--- src/core/crcms_params.svh ---
`ifndef CRCMS_PARAMS_SVH
`define CRCMS_PARAMS_SVH
// Notes on behaviour
// - shifter readable as high and low bytes, zero after reset, live value.
// - tap bits 15..1 select xor terms; bit 0 reads one, acts as one.
// - scanner_on set enables scanner; clear disables and resets state machine.
// - clearing scanner_on leaves all other register contents untouched.
// - with scan_run set, each engine ready causes one fetch forwarded to engine.
// - hardware clears scan_run when current address passes end and no cycle runs.
// - with irq management, scan_run reads zero during interrupt except in peek mode, stored value kept.
// - busy reads one while memory is accessed or ready pending, else zero.
// - invalid flag is read-only, resets to one, flags bad address or setup.
// - address invalid on wrap after full scan or unmapped start address.
// - burst stalls cpu; irq management pauses on interrupt, else delays it.
// - concurrent and triggered pause on interrupt only with irq management.
// - 22-bit current address loaded by software, incremented after each fetch.
// - writes to current address bytes ignored while scan_run set.
// - 22-bit end address, upper byte resets to ones, ends the scan.
// - 4-bit trigger select paces triggered mode; codes 9..15 reserved.
// - crc_shifter_run starts the serial shifter; clear turns it off.

// ---------------------------------------------------------------
// register offsets
// ---------------------------------------------------------------
`define CRCMS_OFS_SHIFT_HI  4'h0
`define CRCMS_OFS_SHIFT_LO  4'h1
`define CRCMS_OFS_TAPS_HI   4'h2
`define CRCMS_OFS_TAPS_LO   4'h3
`define CRCMS_OFS_SCANCTL   4'h4
`define CRCMS_OFS_CUR_U     4'h5
`define CRCMS_OFS_CUR_H     4'h6
`define CRCMS_OFS_CUR_L     4'h7
`define CRCMS_OFS_END_U     4'h8
`define CRCMS_OFS_END_H     4'h9
`define CRCMS_OFS_END_L     4'ha
`define CRCMS_OFS_TRIG      4'hb
`define CRCMS_OFS_CRCCTL    4'hc
// ---------------------------------------------------------------
// field positions
// ---------------------------------------------------------------
`define CRCMS_BIT_ON        7
`define CRCMS_BIT_RUN       6
`define CRCMS_BIT_BUSY      5
`define CRCMS_BIT_INVALID   4
`define CRCMS_BIT_IRQM      3
`define CRCMS_BIT_CRC_ON    7
`define CRCMS_BIT_CRC_RUN   6
// ---------------------------------------------------------------
// reset values and limits
// ---------------------------------------------------------------
`define CRCMS_END_U_RST     6'h3f
`define CRCMS_TRIG_MAX      4'h8
`define CRCMS_FLASH_TOP     22'h01ffff
`define CRCMS_DEPTH_LOG2    4
`endif

--- src/core/crcms_pkg.sv ---
package crcms_pkg;
  typedef enum logic [1:0] {
    CRCMS_MD_CONC  = 2'b00,
    CRCMS_MD_BURST = 2'b01,
    CRCMS_MD_PEEK  = 2'b10,
    CRCMS_MD_TRIG  = 2'b11
  } crcms_mode_t;
  typedef enum logic [1:0] {
    CRCMS_ST_IDLE  = 2'b00,
    CRCMS_ST_FETCH = 2'b01,
    CRCMS_ST_HOLD  = 2'b10
  } crcms_state_t;
endpackage

--- src/core/crcms_shifter.sv ---
`timescale 1ns/1ns
`include "crcms_params.svh"
module crcms_shifter
  import crcms_pkg::*;
(
  // clock and reset
  input  wire logic        ref_clk_in,
  input  wire logic        sys_rst_in,
  // control
  input  wire logic        run_in,
  input  wire logic [15:0] taps_in,
  input  wire logic        load_in,
  input  wire logic [15:0] word_in,
  // state
  output logic [15:0]      shift_out,
  output logic             busy_out,
  output logic             ready_out
);
  logic [15:0] shift_ff;
  logic [15:0] acc_ff;
  logic [4:0]  cnt_ff;
  logic        fb;
  logic [15:0] nxt_acc;

  // ---------------------------------------------------------------
  // serial division, one bit per cycle
  // ---------------------------------------------------------------
  always_comb begin
    fb      = acc_ff[15] ^ shift_ff[15];
    nxt_acc = {acc_ff[14:0], 1'b0} ^ ({16{fb}} & {taps_in[15:1], 1'b1});
  end

  always_ff @(posedge ref_clk_in) begin
    if (sys_rst_in) begin
      shift_ff <= 16'h0000;
      acc_ff   <= 16'h0000;
      cnt_ff   <= 5'h00;
    end else if (!run_in) begin
      cnt_ff <= 5'h00;
    end else if (load_in && cnt_ff == 5'h00) begin
      shift_ff <= word_in;
      cnt_ff   <= 5'h10;
    end else if (cnt_ff != 5'h00) begin
      acc_ff   <= nxt_acc;
      shift_ff <= {shift_ff[14:0], 1'b0};
      cnt_ff   <= cnt_ff - 5'h01;
    end
  end

  assign shift_out = shift_ff;
  assign busy_out  = (cnt_ff != 5'h00);
  // ready requests a new word only while running and idle
  assign ready_out = run_in && (cnt_ff == 5'h00);
endmodule

--- src/core/crcms_top.sv ---
// Decided for this implementation: the register offsets and the strobed register port.
`timescale 1ns/1ns
`include "crcms_params.svh"
module crcms_top
  import crcms_pkg::*;
(
  // clock and reset
  input  wire logic        ref_clk_in,
  input  wire logic        sys_rst_in,
  // register port
  input  wire logic [3:0]  reg_addr_in,
  input  wire logic [7:0]  reg_wdata_in,
  input  wire logic        reg_wr_in,
  input  wire logic        reg_rd_in,
  output logic [7:0]       reg_rdata_out,
  // system
  input  wire logic        irq_active_in,
  input  wire logic [8:0]  trig_src_in,
  output logic             cpu_stall_out,
  output logic             irq_hold_out,
  // program flash
  output logic             flash_req_out,
  output logic [21:0]      flash_addr_out,
  input  wire logic        flash_ack_in,
  input  wire logic [15:0] flash_data_in,
  // crc engine status
  output logic             crc_busy_out
);
  logic [15:0]  taps_ff;
  logic         on_ff;
  logic         run_ff;
  logic         irqm_ff;
  crcms_mode_t  mode_ff;
  logic [21:0]  cur_ff;
  logic [21:0]  end_ff;
  logic [3:0]   trig_ff;
  logic         crc_on_ff;
  logic         crc_run_ff;
  logic         invalid_ff;
  logic         wrapped_ff;
  crcms_state_t st_ff;
  logic [15:0]  word_ff;
  logic [7:0]   rdata_ff;
  logic [8:0]   trig_s1_ff;
  logic [8:0]   trig_s2_ff;
  logic [8:0]   trig_s3_ff;
  logic [15:0]  shift_val;
  logic         sh_busy;
  logic         sh_ready;
  logic         run_eff;
  logic         paced;
  logic         fetch_go;
  logic         past_end;
  logic         trig_edge;
  logic         wr_cur;
  logic         busy;
  logic [21:0]  nxt_cur;

  // ---------------------------------------------------------------
  // crc shifter
  // ---------------------------------------------------------------
  crcms_shifter u_shift (
    .ref_clk_in (ref_clk_in),
    .sys_rst_in (sys_rst_in),
    .run_in     (crc_on_ff && crc_run_ff),
    .taps_in    (taps_ff),
    .load_in    (st_ff == CRCMS_ST_HOLD),
    .word_in    (word_ff),
    .shift_out  (shift_val),
    .busy_out   (sh_busy),
    .ready_out  (sh_ready)
  );

  // ---------------------------------------------------------------
  // trigger inputs
  // ---------------------------------------------------------------
  // timers come from unrelated logic, so treat them as asynchronous
  always_ff @(posedge ref_clk_in) begin
    if (sys_rst_in) begin
      trig_s1_ff <= 9'h000;
      trig_s2_ff <= 9'h000;
      trig_s3_ff <= 9'h000;
    end else begin
      trig_s1_ff <= trig_src_in;
      trig_s2_ff <= trig_s1_ff;
      trig_s3_ff <= trig_s2_ff;
    end
  end

  always_comb begin
    if (trig_ff > `CRCMS_TRIG_MAX) begin
      trig_edge = 1'b0;
    end else begin
      trig_edge = trig_s2_ff[trig_ff] & ~trig_s3_ff[trig_ff];
    end
  end

  // ---------------------------------------------------------------
  // run gating by mode and interrupts
  // ---------------------------------------------------------------
  always_comb begin
    run_eff = run_ff;
    if (irqm_ff && irq_active_in && mode_ff != CRCMS_MD_PEEK) begin
      run_eff = 1'b0;
    end
    paced = (mode_ff == CRCMS_MD_TRIG) ? trig_edge : 1'b1;
  end

  assign past_end  = (cur_ff > end_ff);
  assign fetch_go  = on_ff && run_eff && sh_ready && paced && !past_end
                     && !invalid_ff && st_ff == CRCMS_ST_IDLE;
  assign busy      = (st_ff != CRCMS_ST_IDLE);
  // only writes aimed at the current address bytes count as a reload
  assign wr_cur    = reg_wr_in && !run_ff && (reg_addr_in == `CRCMS_OFS_CUR_U
                     || reg_addr_in == `CRCMS_OFS_CUR_H
                     || reg_addr_in == `CRCMS_OFS_CUR_L);

  // ---------------------------------------------------------------
  // scan state machine
  // ---------------------------------------------------------------
  always_ff @(posedge ref_clk_in) begin
    if (sys_rst_in || !on_ff) begin
      st_ff   <= CRCMS_ST_IDLE;
      word_ff <= 16'h0000;
    end else begin
      unique case (st_ff)
        CRCMS_ST_IDLE: begin
          if (fetch_go) begin
            st_ff <= CRCMS_ST_FETCH;
          end
        end
        CRCMS_ST_FETCH: begin
          if (flash_ack_in) begin
            word_ff <= flash_data_in;
            st_ff   <= CRCMS_ST_HOLD;
          end
        end
        CRCMS_ST_HOLD: begin
          // word waits here until the shifter takes it
          if (sh_ready) begin
            st_ff <= CRCMS_ST_IDLE;
          end
        end
        default: begin
          st_ff <= CRCMS_ST_IDLE;
        end
      endcase
    end
  end

  // ---------------------------------------------------------------
  // current address
  // ---------------------------------------------------------------
  always_comb begin
    nxt_cur = cur_ff;
    if (wr_cur && reg_addr_in == `CRCMS_OFS_CUR_U) begin
      nxt_cur[21:16] = reg_wdata_in[5:0];
    end
    if (wr_cur && reg_addr_in == `CRCMS_OFS_CUR_H) begin
      nxt_cur[15:8] = reg_wdata_in;
    end
    if (wr_cur && reg_addr_in == `CRCMS_OFS_CUR_L) begin
      nxt_cur[7:0] = reg_wdata_in;
    end
  end

  always_ff @(posedge ref_clk_in) begin
    if (sys_rst_in) begin
      cur_ff     <= 22'h000000;
      wrapped_ff <= 1'b0;
    end else if (st_ff == CRCMS_ST_FETCH && flash_ack_in) begin
      cur_ff <= cur_ff + 22'h000001;
      if (cur_ff == `CRCMS_FLASH_TOP) begin
        wrapped_ff <= 1'b1;
      end
    end else if (wr_cur) begin
      cur_ff     <= nxt_cur;
      wrapped_ff <= 1'b0;
    end
  end

  // ---------------------------------------------------------------
  // invalid flag
  // ---------------------------------------------------------------
  always_ff @(posedge ref_clk_in) begin
    if (sys_rst_in) begin
      invalid_ff <= 1'b1;
    end else if (wr_cur) begin
      // a fresh start address decides the flag on its own
      invalid_ff <= (nxt_cur > `CRCMS_FLASH_TOP);
    end else if (wrapped_ff || cur_ff > `CRCMS_FLASH_TOP) begin
      invalid_ff <= 1'b1;
    end else if (run_ff && on_ff && !(crc_on_ff && crc_run_ff)) begin
      invalid_ff <= 1'b1;
    end
  end

  // ---------------------------------------------------------------
  // control and configuration registers
  // ---------------------------------------------------------------
  always_ff @(posedge ref_clk_in) begin
    if (sys_rst_in) begin
      on_ff   <= 1'b0;
      irqm_ff <= 1'b0;
      mode_ff <= CRCMS_MD_CONC;
    end else if (reg_wr_in && reg_addr_in == `CRCMS_OFS_SCANCTL) begin
      on_ff   <= reg_wdata_in[`CRCMS_BIT_ON];
      irqm_ff <= reg_wdata_in[`CRCMS_BIT_IRQM];
      mode_ff <= crcms_mode_t'(reg_wdata_in[1:0]);
    end
  end

  always_ff @(posedge ref_clk_in) begin
    if (sys_rst_in) begin
      run_ff <= 1'b0;
    end else if (reg_wr_in && reg_addr_in == `CRCMS_OFS_SCANCTL) begin
      run_ff <= reg_wdata_in[`CRCMS_BIT_RUN];
    end else if (past_end && !busy) begin
      run_ff <= 1'b0;
    end
  end

  always_ff @(posedge ref_clk_in) begin
    if (sys_rst_in) begin
      end_ff <= {`CRCMS_END_U_RST, 16'h0000};
    end else if (reg_wr_in && !run_ff) begin
      if (reg_addr_in == `CRCMS_OFS_END_U) begin
        end_ff[21:16] <= reg_wdata_in[5:0];
      end
      if (reg_addr_in == `CRCMS_OFS_END_H) begin
        end_ff[15:8] <= reg_wdata_in;
      end
      if (reg_addr_in == `CRCMS_OFS_END_L) begin
        end_ff[7:0] <= reg_wdata_in;
      end
    end
  end

  always_ff @(posedge ref_clk_in) begin
    if (sys_rst_in) begin
      taps_ff    <= 16'h0001;
      trig_ff    <= 4'h0;
      crc_on_ff  <= 1'b0;
      crc_run_ff <= 1'b0;
    end else if (reg_wr_in) begin
      if (reg_addr_in == `CRCMS_OFS_TAPS_HI) begin
        taps_ff[15:8] <= reg_wdata_in;
      end
      if (reg_addr_in == `CRCMS_OFS_TAPS_LO) begin
        taps_ff[7:1] <= reg_wdata_in[7:1];
      end
      if (reg_addr_in == `CRCMS_OFS_TRIG) begin
        trig_ff <= reg_wdata_in[3:0];
      end
      if (reg_addr_in == `CRCMS_OFS_CRCCTL) begin
        crc_on_ff  <= reg_wdata_in[`CRCMS_BIT_CRC_ON];
        crc_run_ff <= reg_wdata_in[`CRCMS_BIT_CRC_RUN];
      end
    end
  end

  // ---------------------------------------------------------------
  // read port
  // ---------------------------------------------------------------
  always_ff @(posedge ref_clk_in) begin
    if (sys_rst_in) begin
      rdata_ff <= 8'h00;
    end else if (reg_rd_in) begin
      unique case (reg_addr_in)
        `CRCMS_OFS_SHIFT_HI: rdata_ff <= shift_val[15:8];
        `CRCMS_OFS_SHIFT_LO: rdata_ff <= shift_val[7:0];
        `CRCMS_OFS_TAPS_HI:  rdata_ff <= taps_ff[15:8];
        `CRCMS_OFS_TAPS_LO:  rdata_ff <= {taps_ff[7:1], 1'b1};
        `CRCMS_OFS_SCANCTL:  rdata_ff <= {on_ff, run_eff, busy, invalid_ff,
                                          irqm_ff, 1'b0, mode_ff};
        `CRCMS_OFS_CUR_U:    rdata_ff <= {2'b00, cur_ff[21:16]};
        `CRCMS_OFS_CUR_H:    rdata_ff <= cur_ff[15:8];
        `CRCMS_OFS_CUR_L:    rdata_ff <= cur_ff[7:0];
        `CRCMS_OFS_END_U:    rdata_ff <= {2'b00, end_ff[21:16]};
        `CRCMS_OFS_END_H:    rdata_ff <= end_ff[15:8];
        `CRCMS_OFS_END_L:    rdata_ff <= end_ff[7:0];
        `CRCMS_OFS_TRIG:     rdata_ff <= {4'h0, trig_ff};
        `CRCMS_OFS_CRCCTL:   rdata_ff <= {crc_on_ff, crc_run_ff, sh_busy, 5'h00};
        default:             rdata_ff <= 8'h00;
      endcase
    end else begin
      rdata_ff <= 8'h00;
    end
  end

  // ---------------------------------------------------------------
  // outputs
  // ---------------------------------------------------------------
  assign reg_rdata_out  = rdata_ff;
  assign flash_req_out  = (st_ff == CRCMS_ST_FETCH);
  assign flash_addr_out = cur_ff;
  assign crc_busy_out   = sh_busy;
  // burst holds the cpu while the scan lasts
  assign cpu_stall_out  = on_ff && run_eff && mode_ff == CRCMS_MD_BURST;
  // without irq management in burst the interrupt waits
  assign irq_hold_out   = cpu_stall_out && !irqm_ff && irq_active_in;
endmodule

--- config.mk ---
export PLATFORM = sky130hd
export DESIGN_NAME = crcms_top
export DESIGN_NICKNAME = d
export VERILOG_FILES = /design/src/core/crcms_pkg.sv /design/src/core/crcms_shifter.sv /design/src/core/crcms_top.sv
export VERILOG_INCLUDE_DIRS = /design/src /design/src/core
export SDC_FILE = /design/constraint.sdc
export NUM_CORES = 1
export LEC_CHECK = 0
export BUFFER_PORTS_ARGS = -buffer_cell sky130_fd_sc_hd__buf_2
export CAP_MARGIN = 10
export CORE_MARGIN = 8
export CORE_UTILIZATION = 50
export CTS_CLUSTER_DIAMETER = 120
export DETAILED_ROUTE_END_ITERATION = 8
export PLACE_DENSITY = 0.69
export SETUP_SLACK_MARGIN = 0.1
export SYNTH_ARGS = -nofsm -noshare
export SYNTH_HDL_FRONTEND = slang
export SYNTH_SLANG_ARGS = --single-unit
--- constraint.sdc ---
create_clock -name ref_clk_in -period 2.9 [get_ports ref_clk_in]
set_clock_uncertainty 0.05 [all_clocks]
set_input_delay 0.58 -clock ref_clk_in [delete_from_list [all_inputs] [get_ports ref_clk_in]]
set_output_delay 0.58 -clock ref_clk_in [all_outputs]
set_load 0.005 [all_outputs]
# Yosys cells after proc, flatten, opt, wreduce, memory -nomap -nowiden
# Index checks and enable logic that the tools add are counted.
[classes]
n_bitwise = 4
reduce_logical = 58
add_sub_neg = 2
magnitude_cmp = 5
eq_ne = 22
mux = 29
[ops]
columns = ["operator", "n"]
rows = [
  ["$pmux W8 S13", 1],
  ["$gt A22 B17 Y1 const B", 2],
  ["$mux W22", 2],
  ["$mux W16", 2],
  ["$logic_and A1 B1 Y1", 24],
  ["$add A22 B1 Y22 const B", 1],
  ["$eq A22 B17 Y1 const B", 1],
  ["$gt A22 B22 Y1", 1],
  ["$eq A4 B4 Y1 const B", 5],
  ["$reduce_and A2 Y1", 10],
  ["$eq A4 B3 Y1 const B", 4],
  ["$mux W8", 2],
  ["$mux W1", 13],
  ["$mux W5", 2],
  ["$bmux W1 S4", 2],
  ["$eq A4 B2 Y1 const B", 2],
  ["$reduce_bool A2 Y1", 4],
  ["$logic_not A1 Y1", 7],
  ["$mux W2", 3],
  ["$mux W6", 1],
  ["$ne A2 B2 Y1 const B", 3],
  ["$pmux W2 S3", 1],
  ["$logic_not A5 Y1", 1],
  ["$lt A4 B5 Y1 const B", 1],
  ["16 further kinds", 25],
]
[totals]
register_bits = 146
elab_cells = 144
output_inout_bits = 34

# Longest topological paths before layout
[logic_depth]
depth_word = 12
mapped_depth = 9
depth_no_buf = 8

# Hierarchy
# A second synthesis with hierarchy kept.
[hier_totals]
hier_cells = 928
hier_area_um2 = 7495.9
[modules_own_cells]
columns = ["mod", "cells_each", "instances", "seq_area_each_um2", "area_each_um2"]
rows = [
  ["crcms_top", 787, 1, 2502.4, 6367.4],
  ["crcms_shifter", 141, 1, 420.4, 1128.6],
]

# Worst setup path before layout
# OpenSTA, ideal clock, no wires.
[synth_path]
path_kind = "input to register"
from = "input port reg_addr_in[0]"
to = "register rdata_ff[2], in the netlist reg_rdata_out[2]"
path_slack_ps = 970
t_arrival_ps = 1744
n_path_buf = 1
t_required_ps = 2715
stages = 6
cell_sequence = "buf_2 > mux4_2 > a22oi_1 > nor2_1 > a221oi_1 > nor2_1"
[synth_via]
elab_chain_cells = 2
[synth_lines]
columns = ["element", "line", "rtl"]
rows = [
  ["start: declaration", "crcms_top.sv:11", "input wire logic [3:0] reg_addr_in,"],
  ["$eq A4 B4 Y1 (tied with other cells)", "crcms_top.sv:269", "unique case (reg_addr_in)"],
  ["$pmux W8 S13 (*)", "crcms_top.sv:269", ""],
  ["end signal: assignment", "crcms_top.sv:270", "`CRCMS_OFS_SHIFT_HI: rdata_ff <= shift_val[15:8];"],
  ["end signal: assignment", "crcms_top.sv:271", "`CRCMS_OFS_SHIFT_LO: rdata_ff <= shift_val[7:0];"],
  ["end signal: assignment", "crcms_top.sv:272", "`CRCMS_OFS_TAPS_HI: rdata_ff <= taps_ff[15:8];"],
  ["end: declaration", "crcms_top.sv:43", "logic [7:0] rdata_ff;"],
]
# Mark *: on every way between the ends. The rest lies on a longest branch, timed or not.
# A chain may end at the register's enable or synchronous reset.

# Worst setup path after layout
[layout_path]
from = "register mode_ff[1]"
to = "output port irq_hold_out"
[layout_via]
elab_chain_cells = 7
[layout_lines]
columns = ["element", "line", "rtl"]
rows = [
  ["start: declaration", "crcms_top.sv:33", "crcms_mode_t mode_ff;"],
  ["start signal: assignment", "crcms_top.sv:209", "mode_ff <= crcms_mode_t'(reg_wdata_in[1:0]);"],
  ["$ne A2 B2 Y1", "crcms_top.sv:103", "if (irqm_ff && irq_active_in && mode_ff != CRCMS_MD_PEEK) begin"],
  ["$logic_and A1 B1 Y1", "crcms_top.sv:103", ""],
  ["$mux W1", "crcms_top.sv:103", ""],
  ["$logic_and A1 B1 Y1", "crcms_top.sv:299", "assign cpu_stall_out = on_ff && run_eff && mode_ff == CRCMS_MD_BURST;"],
  ["$logic_and A1 B1 Y1 (*)", "crcms_top.sv:299", ""],
  ["$logic_and A1 B1 Y1 (*) (2 in a row)", "crcms_top.sv:301", "assign irq_hold_out = cpu_stall_out && !irqm_ff && irq_active_in;"],
  ["end: declaration", "crcms_top.sv:20", "output logic irq_hold_out,"],
]
# Marks and branches as above.

==> summary.md <==
| Metric | Value |
|---|---|
| Status | finished clean |
| DRC Markers | 0 |
| Ys flop type | dfxtp_1 |
| Worst min path class | input pin to flip-flop |
| Vias per cell | 6.00 |
| H-tree depth | 4 |
| Placement Rows | 44 |
| First-pass GRT wire length | 37.0 mm |
| Post-Syn Area | roughly 7300 um^2 |
| Top cells by area, synth | dfxtp_1 (40%), nand2_1 (8.8%), a21oi_1 (6.5%), nand3_1 (5.0%), ha_1 (4.1%) |
| Critical Path RT | 2.27 ns |
| Syn. warnings | 0 |
| I/O pin count | 77 |
| Slack of the critical path | ~0.36 ns |
| Most frequent cells in the layout | nand2_1 (173), dfxtp_1 (146), a21oi_1 (96) |
| DP Cell Count | 1136 |
| Clock sinks | 146 |
| Slew @ Worst Pin | 1.18 ns |
| Gate power share | under 10% |
| Max IR drop VDD | between 300 and 400 uV |
| WS Path Type | flip-flop to output pin |
| Die ar. | 18800 um^2 |
| Placed Instance Area | 7880 um^2 |
| Seq cells post-synth | 146 |
| Dpl ws | 0.482 ns |
| Final Power | 4.50 mW |
| DRC marker count from the first detailed-route iteration | a little over 700 |
| Final Hold Vio Count | 0 |
| Post-Syn Nets | roughly 980 |
| Hold_ws | 0.303 ns |
| Initial antenna violation count | 0 |
| Minimum clock period | 2.54 ns |
| Cell Int Power | 3.38 mW |
| Sequential share of the synthesized area | 39.8% |
| Clk root buf | clkbuf_16 |
| TritonCTS buffer count | 17 |
| Crit path DAT | 1.91 ns |
| Starting Density | 50.9% |
| Post-route cell area | about 8500 um^2 |
| Worst-case reg-to-reg path depth | 8 |
| Port-buffer cells | 76 |
| Post-CTS Setup Inserts | 0 |
| DPL Wire Length | about 17 mm |
| Critical Path Fanout Max | 7 |
| Remaining Overflow, GRT | 0 |
| Routed wire length | 23.4 mm |
| Part of the power in the clock network | a little under half |
| Die height | between 100 and 150 um |
| RSZ-0062 raised after global routing | no |
| P_sw | between 1 and 1.5 mW |
| Highest clock rate | 394 MHz |
| Avg Inst Size Synth | a little over 8 um^2 |
| Mapped Cells | around 910 |
| Finished Layout Cells | 1168 |
| Share of cells above drive strength 1 | about 17% |
| Cell taking the most area after synthesis | dfxtp_1 |
| Initial DRT Pass Iterations | 5 |
| Antenna diode count | 0 |
| Post-synth EDFFs | 0 |
| Via count | about 7000 |
| Largest net degree at the start of global routing | 68 |
| Reg power frac | 45.8% |
| Worst-skew pair later-pin latency | 0.44 ns |
| RePlAce Congestion | 1.02 |
| Max-slew violation count | 0 |
| Clk buf depth | 2 |
| Netlist cell types | 73 |
| Area Overhead vs Synth | 15.2% |
| Clock slew at reported path FFs | 0.06 ns |
| GRT Total Usage | 25.5% |
| Fin crit share | 87.5% |
| Worst Hold Depth | 2 |
| Hold Buf Count CTS | 0 |
| Post-synth top area share | 39.8% |
| Fin util | roughly three fifths |
| Vias in the first global route | 6803 |
| Die width | 137 um |
| CTS resizes | 0 |
| Final setup viols | 0 |
| Commonest non-fill, non-tap cell in the layout | nand2_1 |
| Leak Pwr | 3.29 nW |
| Sw frac | between 20% and 30% |
| Worst setup EP type | output pin |
| Core area | 14400 um^2 |
| Headroom to the max-slew limit | between 20% and 30% |
| Crit path launch type | flip-flop |
| Wire per inst | 20.1 um |
| Nets | just over 1000 |
| Post-synth ARST share | 0% |
| Max_cap viols | 0 |
| Setup TNS | 0 ns |
| PwrDens | 532 nW/um^2 |
| CTS tree | done |
| Antenna Nets Post-Route | 0 |
[final timing paths]
path | endpoint | start | slack (ns)
setup / recovery | irq_hold_out | mode_ff[1] | 0.36
hold / removal | trig_s1_ff[3] | trig_src_in[3] | 0.30
setup reg to reg | u_shift.shift_out[0] | u_shift.cnt_ff[0] | 0.47
hold reg to reg | trig_s3_ff[4] | trig_s2_ff[4] | 0.39
[critical path, stage by stage, from the launching register on]
cell and delay [ns]:
dfxtp_1 0.44, inv_1 0.06, o211ai_1 0.21, nand3_1 0.14, nor3b_1 0.32, and3b_1 0.20, buf_2 0.11
[synth_stat cells, types with 6 or more instances]
library cell,count
a2bb2oi_1,6
o21ai_0,24
a31oi_1,12
nor2_1,53
buf_2,14
ha_1,24
clkbuf_1,34
dfxtp_1,146
nor3_1,8
inv_1,33
nand3_1,74
a32oi_1,17
nand4_1,11
a21oi_1,96
a22oi_1,11
mux2i_1,18
nor2b_1,38
nand2_1,173
[power by group through the flow]
| stage | Combinational [mW] | Sequential, mW | Clock, mW |
|---|---|---|---|
| final | 0.302 | 2.06 | 2.14 |
| after global routing | 0.326 | 2.06 | 2.24 |
| after CTS | 0.297 | 2.06 | 2.16 |
| after detailed placement | 0.296 | 2.10 | 0 |
| after global placement | 0.296 | 2.10 | 0 |
| after floorplan | 0.187 | 2.10 | 0 |
[metal layers]
metal  wire (um)  GRT usage, %
met5           0             0
met3        2020          6.38
met1        9810          32.2
met2       10800          40.4
met4         794          11.1
[flip-flops by register name (all words and copies together), names as in the netlist, 8 cells and up]
signal,cells
trig_s1_ff,9
reg_rdata_out,8
u_shift.shift_out,16
flash_addr_out,22
end_ff,22
trig_s3_ff,9
word_ff,16
taps_ff,15
trig_s2_ff,9
[cell families (layout without fill, tap and decap cells)]
kind of cell | Yosys count | after routing | synth area share [%]
flip-flops | 146 | 146 | 39.8
AND/OR/NAND/NOR | 403 | 403 | 27.8
XOR/XNOR | 2 | 2 | 0.239
buffers and inverters | 92 | 168 | 5.50
multiplexers | 27 | 27 | 4.34
AO/OA/AOI/OAI | 214 | 214 | 18.2
adder cells (fa/ha/maj) | 24 | 24 | 4.09
[cell type report]
class / count / area, um^2
clock buffers: 19 / 453
clock inverters: 13 / 126
fillers: 1354 / 5970
inverters: 36 / 135
multi-input cells: 670 / 4020
flip-flops and latches: 146 / 2920
well taps: 184 / 230
repair buffers: 100 / 573
(Power assumes the default switching activity.)
